## src/rtl/adccfg_regs.svh

```systemverilog
// Constants for the serial configuration front end: fields, resets, timing
`ifndef ADCCFG_REGS_SVH
`define ADCCFG_REGS_SVH

// ---------------------------------------------------------------------
// Frame layout
// ---------------------------------------------------------------------
`define ADCCFG_FRAME_BITS      5'd16
`define ADCCFG_TRACK_EDGE      5'd14
`define ADCCFG_WRITE_BIT       15
`define ADCCFG_SEL_MSB         14
`define ADCCFG_SEL_LSB         13
`define ADCCFG_CTL_MSB         12
`define ADCCFG_CTL_LSB         1
`define ADCCFG_BYTE_MSB        12
`define ADCCFG_BYTE_LSB        5

// ---------------------------------------------------------------------
// Register select codes
// ---------------------------------------------------------------------
`define ADCCFG_SEL_CTL         2'h0
`define ADCCFG_SEL_RANGE1      2'h1
`define ADCCFG_SEL_RANGE2      2'h2
`define ADCCFG_SEL_SEQ         2'h3

// ---------------------------------------------------------------------
// Power-up values
// ---------------------------------------------------------------------
`define ADCCFG_CTL_RESET       12'h000
`define ADCCFG_RANGE_RESET     8'h00
`define ADCCFG_SEQ_RESET       8'h00

// ---------------------------------------------------------------------
// Sequencer and power codes
// ---------------------------------------------------------------------
`define ADCCFG_SEQ_LIST        2'h1
`define ADCCFG_SEQ_UPTO        2'h2
`define ADCCFG_PWR_NORMAL      2'h0
`define ADCCFG_PWR_FULL_OFF    2'h3

// ---------------------------------------------------------------------
// Full-scale span divisor, one code step is span / 8192
// ---------------------------------------------------------------------
`define ADCCFG_CODE_STEPS      14'h2000

`endif

```

## src/rtl/adccfg_pkg.sv

```systemverilog
// Types shared by the serial configuration front end
package adccfg_pkg;

  // -------------------------------------------------------------------
  // Control register layout, MSB first as shifted
  // -------------------------------------------------------------------
  typedef struct packed {
    logic [2:0] chan_sel;
    logic [1:0] input_cfg;
    logic [1:0] power_sel;
    logic       coding_straight;
    logic       ref_internal;
    logic       sequencer_sel_a;
    logic       sequencer_sel_b;
    logic       line_weak;
  } adccfg_setup_t;

  typedef enum logic [1:0] {
    ADCCFG_IDLE,
    ADCCFG_SHIFT,
    ADCCFG_DONE
  } adccfg_phase_t;

  // -------------------------------------------------------------------
  // State of the top module, apart from the reset, power and step registers
  // -------------------------------------------------------------------
  typedef struct packed {
    logic          sclk_q;
    logic          cs_n_q;
    adccfg_phase_t phase;
    logic [4:0]    fall_cnt;
    logic [4:0]    rise_cnt;
    logic [15:0]   shreg;
    adccfg_setup_t setup;
    logic [7:0]    range_lo;
    logic [7:0]    range_hi;
    logic [7:0]    seq_flags;
    logic [2:0]    active_chan;
    logic [1:0]    active_range;
    logic          tracking;
    logic          frame_done;
    logic          dout;
    logic          dout_oe;
  } adccfg_state_t;

endpackage

```

## src/rtl/adccfg_sync.sv

```systemverilog
// Two-stage synchroniser for a group of asynchronous levels
`timescale 1ns/1ps
`default_nettype none

module adccfg_sync #(
  parameter int W = 1
) (
  // Clock and reset
  input  wire logic         clk,
  input  wire logic         rst_n,
  // Levels
  input  wire logic [W-1:0] d,
  output var  logic [W-1:0] q
);

  logic [W-1:0] meta;

  always_ff @(posedge clk or negedge rst_n) begin
    if (!rst_n) begin
      meta <= '0;
      q    <= '0;
    end else begin
      meta <= d;
      q    <= meta;
    end
  end

endmodule

`default_nettype wire

```

## src/rtl/adccfg_top.sv

```systemverilog
// Serial configuration front end of an eight-channel converter
//
// Behaviour
// (RULE_01) Coding is two's complement unless bit set
// (RULE_02) Sequence channels use last written coding bit
// (RULE_03) Code step is selected span over 8192
// (RULE_04) Inputs start single-ended; host picks differential
// (RULE_05) Tracking starts on 14th rising clock edge
// (RULE_06) Hold resumes at next chip select fall
// (RULE_07) Converter range follows selected channel's code
// (RULE_08) Four write-only registers, none read back
// (RULE_09) Frames are 16 clocks, MSB first
// (RULE_10) First three bits: write flag, two selects
// (RULE_11) Write flag zero leaves every register alone
// (RULE_12) Select 00 loads twelve control bits
// (RULE_13) Select 01 loads range for channels 0-3
// (RULE_14) Select 10 loads range for channels 4-7
// (RULE_15) Select 11 loads eight sequence bits
// (RULE_16) Control bits set up the next conversion
// (RULE_17) Host writes range, sequence before control
// (RULE_18) Control powers up zero; fixed bit order
// (RULE_19) Two-bit range code per channel, default 10V
// (RULE_20) Sequencer codes pick list, upto or single
// (RULE_21) Power code selects normal, standby, shutdown
// (RULE_22) Line bit set weakly drives next channel MSB
// (RULE_23) Bits after a payload are ignored
`timescale 1ns/1ps
`default_nettype none
`include "adccfg_regs.svh"

module adccfg_top (
  // Clock and power-up reset
  input  wire logic                  core_clk,
  input  wire logic                  rst_n,
  // Serial link from the host
  input  wire logic                  sclk,
  input  wire logic                  cs_n,
  input  wire logic                  din,
  // Serial output pin, weak keeper drive
  output var  logic                  dout_o,
  output var  logic                  dout_oe,
  // Conversion setup
  output var  adccfg_pkg::adccfg_setup_t setup,
  output var  logic [2:0]            active_chan,
  output var  logic [1:0]            active_range,
  output var  logic [13:0]           code_steps,
  output var  logic                  core_powered,
  output var  logic                  ref_powered,
  // Track-and-hold and frame status
  output var  logic                  tracking,
  output var  logic                  frame_done
);

  // -------------------------------------------------------------------
  // Reset release and pin synchronisers
  // -------------------------------------------------------------------
  logic       rst_meta;
  logic       rst_sync_n;
  logic [2:0] pins_s;
  logic       sclk_s;
  logic       cs_n_s;
  logic       din_s;

  always_ff @(posedge core_clk or negedge rst_n) begin
    if (!rst_n) begin
      rst_meta   <= 1'b0;
      rst_sync_n <= 1'b0;
    end else begin
      rst_meta   <= 1'b1;
      rst_sync_n <= rst_meta;
    end
  end

  adccfg_sync #(
    .W (3)
  ) u_pin_sync (
    .clk   (core_clk),
    .rst_n (rst_sync_n),
    .d     ({sclk, cs_n, din}),
    .q     (pins_s)
  );

  assign sclk_s = pins_s[2];
  assign cs_n_s = pins_s[1];
  assign din_s  = pins_s[0];

  // -------------------------------------------------------------------
  // Helpers
  // -------------------------------------------------------------------
  // Next flagged channel above cur, wrapping; cur kept if none flagged
  function automatic logic [2:0] seq_next(input logic [2:0] cur,
                                          input logic [7:0] flags);
    logic [2:0] idx;
    logic       found;
    logic [2:0] res;
    found = 1'b0;
    res   = cur;
    for (int i = 1; i <= 8; i++) begin
      idx = 3'(cur + 3'(i));
      // Flag for channel 0 sits in the MSB
      if (!found && flags[3'h7 - idx]) begin
        found = 1'b1;
        res   = idx;
      end
    end
    return res;
  endfunction

  function automatic logic [1:0] range_of(input logic [2:0] ch,
                                          input logic [7:0] lo,
                                          input logic [7:0] hi);
    logic [7:0] r;
    logic [1:0] pos;
    r   = ch[2] ? hi : lo;
    pos = 2'h3 - ch[1:0];
    return r[{pos, 1'b0} +: 2];
  endfunction

  // Channel for the next conversion after a control write
  function automatic logic [2:0] first_chan(
      input adccfg_pkg::adccfg_setup_t s,
      input logic [7:0]                flags);
    logic [1:0] mode;
    mode = {s.sequencer_sel_a, s.sequencer_sel_b};
    case (mode)
      `ADCCFG_SEQ_LIST: return seq_next(3'h7, flags);
      `ADCCFG_SEQ_UPTO: return 3'h0;
      default:          return s.chan_sel;
    endcase
  endfunction

  // Channel for the following conversion without a control write
  function automatic logic [2:0] step_chan(
      input adccfg_pkg::adccfg_setup_t s,
      input logic [2:0]                cur,
      input logic [7:0]                flags);
    logic [1:0] mode;
    mode = {s.sequencer_sel_a, s.sequencer_sel_b};
    case (mode)
      `ADCCFG_SEQ_LIST: return seq_next(cur, flags);
      `ADCCFG_SEQ_UPTO: return (cur >= s.chan_sel) ? 3'h0 : 3'(cur + 3'h1);
      default:          return s.chan_sel;
    endcase
  endfunction

  // -------------------------------------------------------------------
  // State
  // -------------------------------------------------------------------
  adccfg_pkg::adccfg_state_t st;
  adccfg_pkg::adccfg_state_t next_st;

  logic        sclk_rise;
  logic        sclk_fall;
  logic        cs_fall;
  logic        cs_rise;
  logic [15:0] word;
  logic [1:0]  sel;

  always_comb begin
    sclk_rise = sclk_s & ~st.sclk_q;
    sclk_fall = ~sclk_s & st.sclk_q;
    cs_fall   = ~cs_n_s & st.cs_n_q;
    cs_rise   = cs_n_s & ~st.cs_n_q;
    word      = {st.shreg[14:0], din_s};
    sel       = word[`ADCCFG_SEL_MSB:`ADCCFG_SEL_LSB];

    next_st            = st;
    next_st.sclk_q     = sclk_s;
    next_st.cs_n_q     = cs_n_s;
    next_st.frame_done = 1'b0;

    case (st.phase)
      adccfg_pkg::ADCCFG_IDLE: begin
        if (cs_fall) begin
          next_st.phase    = adccfg_pkg::ADCCFG_SHIFT;
          next_st.fall_cnt = 5'h00;
          next_st.rise_cnt = 5'h00;
          next_st.shreg    = 16'h0000;
          next_st.tracking = 1'b0;  // see (RULE_06)
          next_st.dout_oe  = 1'b0;
        end
      end
      adccfg_pkg::ADCCFG_SHIFT: begin
        if (cs_rise) begin
          // Short frame is dropped, registers untouched
          next_st.phase = adccfg_pkg::ADCCFG_IDLE;
        end else begin
          if (sclk_rise && st.rise_cnt != 5'h1F) begin
            next_st.rise_cnt = 5'(st.rise_cnt + 5'h01);
            if (5'(st.rise_cnt + 5'h01) == `ADCCFG_TRACK_EDGE) begin
              next_st.tracking = 1'b1;  // see (RULE_05)
            end
          end
          if (sclk_fall) begin
            // MSB first shift of the data line, see (RULE_09)
            next_st.shreg    = word;
            next_st.fall_cnt = 5'(st.fall_cnt + 5'h01);
            if (5'(st.fall_cnt + 5'h01) == `ADCCFG_FRAME_BITS) begin
              next_st.phase      = adccfg_pkg::ADCCFG_DONE;
              next_st.frame_done = 1'b1;
              // Registers are write only, see (RULE_08)
              if (word[`ADCCFG_WRITE_BIT]) begin  // see (RULE_11)
                case (sel)  // see (RULE_10)
                  `ADCCFG_SEL_CTL: begin
                    // Trailing bit 0 dropped, see (RULE_12) (RULE_18)
                    next_st.setup =
                      word[`ADCCFG_CTL_MSB:`ADCCFG_CTL_LSB];
                    // Host loads range and sequence first, see (RULE_17)
                    next_st.active_chan =
                      first_chan(next_st.setup, st.seq_flags);
                  end
                  `ADCCFG_SEL_RANGE1: begin
                    next_st.range_lo =
                      word[`ADCCFG_BYTE_MSB:`ADCCFG_BYTE_LSB];  // see (RULE_13)
                  end
                  `ADCCFG_SEL_RANGE2: begin
                    next_st.range_hi =
                      word[`ADCCFG_BYTE_MSB:`ADCCFG_BYTE_LSB];  // see (RULE_14)
                  end
                  `ADCCFG_SEL_SEQ: begin
                    next_st.seq_flags =
                      word[`ADCCFG_BYTE_MSB:`ADCCFG_BYTE_LSB];  // see (RULE_15)
                  end
                  default: begin
                    next_st.seq_flags = st.seq_flags;
                  end
                endcase
              end
              if (!(word[`ADCCFG_WRITE_BIT] && sel == `ADCCFG_SEL_CTL)) begin
                // Coding and setup carry over, see (RULE_02) (RULE_20)
                next_st.active_chan =
                  step_chan(st.setup, st.active_chan, st.seq_flags);
              end
            end
          end
        end
      end
      adccfg_pkg::ADCCFG_DONE: begin
        // Extra clocks after the payload do nothing, see (RULE_23)
        if (cs_rise) begin
          next_st.phase = adccfg_pkg::ADCCFG_IDLE;
          // Weak keeper on next channel MSB, else float, see (RULE_22)
          next_st.dout_oe = st.setup.line_weak;
          next_st.dout    = st.active_chan[2];
        end else if (sclk_rise && st.rise_cnt != 5'h1F) begin
          next_st.rise_cnt = 5'(st.rise_cnt + 5'h01);
          if (5'(st.rise_cnt + 5'h01) == `ADCCFG_TRACK_EDGE) begin
            next_st.tracking = 1'b1;  // see (RULE_05)
          end
        end
      end
      default: begin
        next_st.phase = adccfg_pkg::ADCCFG_IDLE;
      end
    endcase

    // Range follows the channel in use, see (RULE_07) (RULE_19)
    next_st.active_range = range_of(next_st.active_chan,
                                    next_st.range_lo, next_st.range_hi);
  end

  always_ff @(posedge core_clk or negedge rst_sync_n) begin
    if (!rst_sync_n) begin
      // Match the synchroniser's reset level, no false select edge
      st.sclk_q       <= 1'b0;
      st.cs_n_q       <= 1'b0;
      st.phase        <= adccfg_pkg::ADCCFG_IDLE;
      st.fall_cnt     <= 5'h00;
      st.rise_cnt     <= 5'h00;
      st.shreg        <= 16'h0000;
      // Single-ended, two's complement at power-up, see (RULE_01) (RULE_04)
      st.setup        <= `ADCCFG_CTL_RESET;  // see (RULE_18)
      st.range_lo     <= `ADCCFG_RANGE_RESET;  // see (RULE_19)
      st.range_hi     <= `ADCCFG_RANGE_RESET;
      st.seq_flags    <= `ADCCFG_SEQ_RESET;
      st.active_chan  <= 3'h0;
      st.active_range <= 2'h0;
      st.tracking     <= 1'b0;
      st.frame_done   <= 1'b0;
      st.dout         <= 1'b0;
      st.dout_oe      <= 1'b0;
    end else begin
      st <= next_st;
    end
  end

  // -------------------------------------------------------------------
  // Power state and step size, registered for clean outputs
  // -------------------------------------------------------------------
  logic        next_core_powered;
  logic        next_ref_powered;
  logic [13:0] next_code_steps;

  always_comb begin
    // Auto modes power down between frames only, see (RULE_21)
    case (st.setup.power_sel)
      `ADCCFG_PWR_NORMAL: begin
        next_core_powered = 1'b1;
        next_ref_powered  = 1'b1;
      end
      `ADCCFG_PWR_FULL_OFF: begin
        next_core_powered = 1'b0;
        next_ref_powered  = 1'b0;
      end
      default: begin
        next_core_powered = (st.phase != adccfg_pkg::ADCCFG_IDLE);
        next_ref_powered  = next_core_powered | ~st.setup.power_sel[1];
      end
    endcase
    // Span is divided into this many steps for every range, see (RULE_03)
    next_code_steps = `ADCCFG_CODE_STEPS;
  end

  always_ff @(posedge core_clk or negedge rst_sync_n) begin
    if (!rst_sync_n) begin
      core_powered <= 1'b1;
      ref_powered  <= 1'b1;
      code_steps   <= `ADCCFG_CODE_STEPS;
    end else begin
      core_powered <= next_core_powered;
      ref_powered  <= next_ref_powered;
      code_steps   <= next_code_steps;
    end
  end

  // -------------------------------------------------------------------
  // Outputs straight from state
  // -------------------------------------------------------------------
  // Coding bit feeds every conversion, see (RULE_01) (RULE_16)
  assign setup        = st.setup;
  assign active_chan  = st.active_chan;
  assign active_range = st.active_range;
  assign tracking     = st.tracking;
  assign frame_done   = st.frame_done;
  assign dout_o       = st.dout;
  assign dout_oe      = st.dout_oe;

endmodule

`default_nettype wire

```

## config.mk

```make
export PLATFORM = sky130hd
export DESIGN_NAME = adccfg_top
export DESIGN_NICKNAME = d
export VERILOG_FILES = /design/src/rtl/adccfg_pkg.sv /design/src/rtl/adccfg_sync.sv /design/src/rtl/adccfg_top.sv
export VERILOG_INCLUDE_DIRS = /design/src /design/src/rtl
export SDC_FILE = /design/constraint.sdc
export NUM_CORES = 1
export LEC_CHECK = 0
export ABC_AREA = 1
export BUFFER_PORTS_ARGS = -buffer_cell sky130_fd_sc_hd__buf_2
export CORE_MARGIN = 8
export CORE_UTILIZATION = 50
export DETAILED_ROUTE_END_ITERATION = 8
export GPL_TIMING_DRIVEN = 0
export PLACE_DENSITY_LB_ADDON = 0.12
export SLEW_MARGIN = 20
export SYNTH_ARGS = -nofsm -noshare
export SYNTH_HDL_FRONTEND = slang
export SYNTH_HIERARCHICAL = 1
export SYNTH_SLANG_ARGS = --single-unit
```

## constraint.sdc

```tcl
create_clock -name core_clk -period 4.2 [get_ports core_clk]
set_clock_uncertainty 0.1 [all_clocks]
set_input_delay 0.21 -clock core_clk [delete_from_list [all_inputs] [get_ports core_clk]]
set_output_delay 0.21 -clock core_clk [all_outputs]
set_load 0.02 [all_outputs]
```

==> out/qor.txt <==
Post-synth top cells = 130 x nand2_1, 82 x dfrtp_1, 74 x inv_1, 73 x nand3_1, 61 x o21ai_0
largest cells by area after synthesis = dfrtp_1 43%, nand2_1 10%, nand3_1 7.7%
Hold Crit Class = input port to asynchronous set/reset pin
DP HPWL = 8.107 mm
Setup WS post-layout = 0.8478 ns
DRT antenna net count = 0
Pwr Total = 1.842 mW
FF+latch count, synth = 84
DR vias = 3912
Final setup viols = 0
RSZ-0062 raised after global routing = false
pwr/cell area = 342.4 nW/µm²
Static Leak = 2.769 nW
clock-pin slew on the worst setup and hold paths = 0.08 ns
sequential share of the synthesized area = 44.15%
Mapped Area = 4767 µm²
TritonCTS clock tree = yes
WL final = 10.58 mm
Via density = 4.946
Setup CP Type = flop to flop
max-cap violation count = 0
WP data required = 4.33 ns
Synth Flop Type = dfrtp_1
die footprint = 12910 µm²
achievable frequency = 298.3 MHz
Avg Inst Size Synth = 7.932 µm²
clock sink total = 84
most common cell in the netlist = nand2_1
Tmin final = 3.352 ns
warnings from Yosys = 6
share of cells above drive strength 1 = 16.92%
vias in the first global route = 3717
Avg WL per Cell = 13.38 µm
H-tree levels = 3
Pins Over Slew Limit = 0
fillers = 880
Worst Setup Start Kind = flop
Post-synth ARST share = 100.0%
# DRC = 0
post-synthesis cell type count = 42
chip width = 113.6 µm
number of buffers created by CTS = 9
CP Max Fanout = 8
Max-slew headroom = 62.33%
cell taking the most area after synthesis = dfrtp_1
buffers inserted by post-CTS timing repair = 0
Worst-Margin Slew = 0.5651 ns
largest net degree at the start of global routing = 57
Area Growth Syn to Fin = 12.86%
# diodes = 0
fin nets = 679
first-pass GRT wire length = 17.95 mm
global router's overall resource usage = 17.34%
Data arrival, critical path = 3.49 ns
number of synthesized flops with an enable pin = 0
post-synth top area share = 43.04%
initial antenna violation count = 0
Core Footprint = 9240 µm²
Syn Inst Count = 601
status = complete, no violations
DRT Pass-1 Iters = 4
Die Y = 113.6 µm
period utilisation layout = 79.81%
GRT overflow = 0
I/O Buffers = 27
endpoints failing hold = 0
CTS Buffer Depth = 2
setup TNS = 0 ns
gpl congestion = 0.8563
Cell Rows = 35
Place WS = 0.9054 ns
Starting DRT DRC Count = 202
worst-skew pair later-pin latency = 0.34 ns
IO Count = 42
CP Capture Type = flop
CTS Root Cell = clkbuf_8
VDD IR-drop max = 238.5 µV
initial core utilization = 51.59%
-- cells in the final DEF (no fill, tap or decap), drive strengths merged, types with 17 or more instances in the layout --
master	n
nand2	138
inv	85
dfrtp	82
nand3	77
o21ai	67
buf	64
nor2	37
clkbuf	22
ha	17
-- logic make-up after synthesis --
| group | Yosys count | share of synthesized area [%] |
|---|---|---|
| and+or+nand+nor | 266 | 25.59 |
| AOI/OAI and AO/OA | 95 | 10.74 |
| xor gates and xnor gates | 6 | 1.654 |
| adders and majority gates | 17 | 4.462 |
| other | 2 | 0.1575 |
| buffers and inverters | 131 | 13.25 |
| DFF | 84 | 44.15 |
-- flip-flops by register name, indices dropped and copies added (netlist names) --
register / count
st: 51
frame_done: 1
dout_oe: 1
ref_powered: 1
active_chan: 3
rst_meta: 1
u_pin_sync/q: 3
tracking: 1
setup: 12
u_pin_sync/meta: 3
rst_sync_n: 1
active_range: 2
dout_o: 1
core_powered: 1
sel: 2
-- through the flow --
stage,utilization [%],instances,area (µm²),hold slack [ns]
floorplan,-,614,4816,-0.1856
global placement,55.33,770,5112,-0.1054
finish,58.23,791,5380,0.06970
global route,58.23,791,5380,0.06320
detailed placement,55.67,771,5144,-0.1029
CTS,58.23,791,5380,0.04686
-- critical path: stages, from the launching register on --
cell and delay (ns):
dfrtp_1 0.42, buf_4 0.19, inv_2 0.14, ha_1 0.25
buf_2 0.17, inv_2 0.12, nand3_1 0.14, nand3_2 0.13
nand2_4 0.08, inv_4 0.08, nand2_4 0.05, nor2_4 0.10
nand3_2 0.11, inv_2 0.10, nand3_2 0.10, nand3_1 0.15
o21ai_1 0.07, nand2_1 0.06, nand2_1 0.05, nand2_1 0.05
nand2_1 0.06, o21ai_2 0.15, inv_2 0.09, nand3_1 0.10
nand2_1 0.07, nand2_1 0.06, nand2_1 0.05
-- per-layer routing --
metal  vias up  routed length [µm]  share of wire (%)  GRT usage [%]
li1       2007                   -                  -              -
met1      1832                5000                 47          21.94
met2        63                5055                 48          28.92
met3        10                 399                3.8          3.170
met4         0                 127                1.2          6.306
met5         -                   0                  0              0
-- layout make-up --
cell class / count / area (µm²) / area share, %
inverters: 85 / 321.6 / 5.977
clock buffers: 12 / 145.1 / 2.698
clock inverters: 4 / 51.30 / 0.9535
repair buffers: 32 / 202.7 / 3.767
multi-input cells: 399 / 2079 / 38.65
plain buffers: 46 / 310.3 / 5.767
well taps: 129 / 161.4 / 3.000
flip-flops and latches: 84 / 2108 / 39.19
-- report_power, final --
group	switching, mW	leakage [nW]	internal [mW]
Sequential	0.0483	1.14	0.859
Combinational	0.253	1.54	0.108
Clock	0.281	0.0966	0.292
-- what timing repair did --
| item | in CTS | in global routing |
|---|---|---|
| hold endpoints to repair | 5 | 0 |
| hold buffers | 4 | 0 |
| resized for setup | 0 | 0 |
-- final timing paths --
path	from	to	slack, ns	cells after the start
setup / recovery	active_chan[1]	active_range[0]	0.85	26
setup reg to reg	active_chan[1]	active_range[0]	0.85	26
hold / removal	rst_n	rst_sync_n	0.07	2
min in group core_clk	u_pin_sync/meta[0]	u_pin_sync/q[0]	0.25	0
hold reg to reg	rst_sync_n	st[18]	0.15	0
max in group asynchronous	rst_sync_n	ref_powered	3.22	1
No activity file was read; power rests on OpenSTA's default activity.
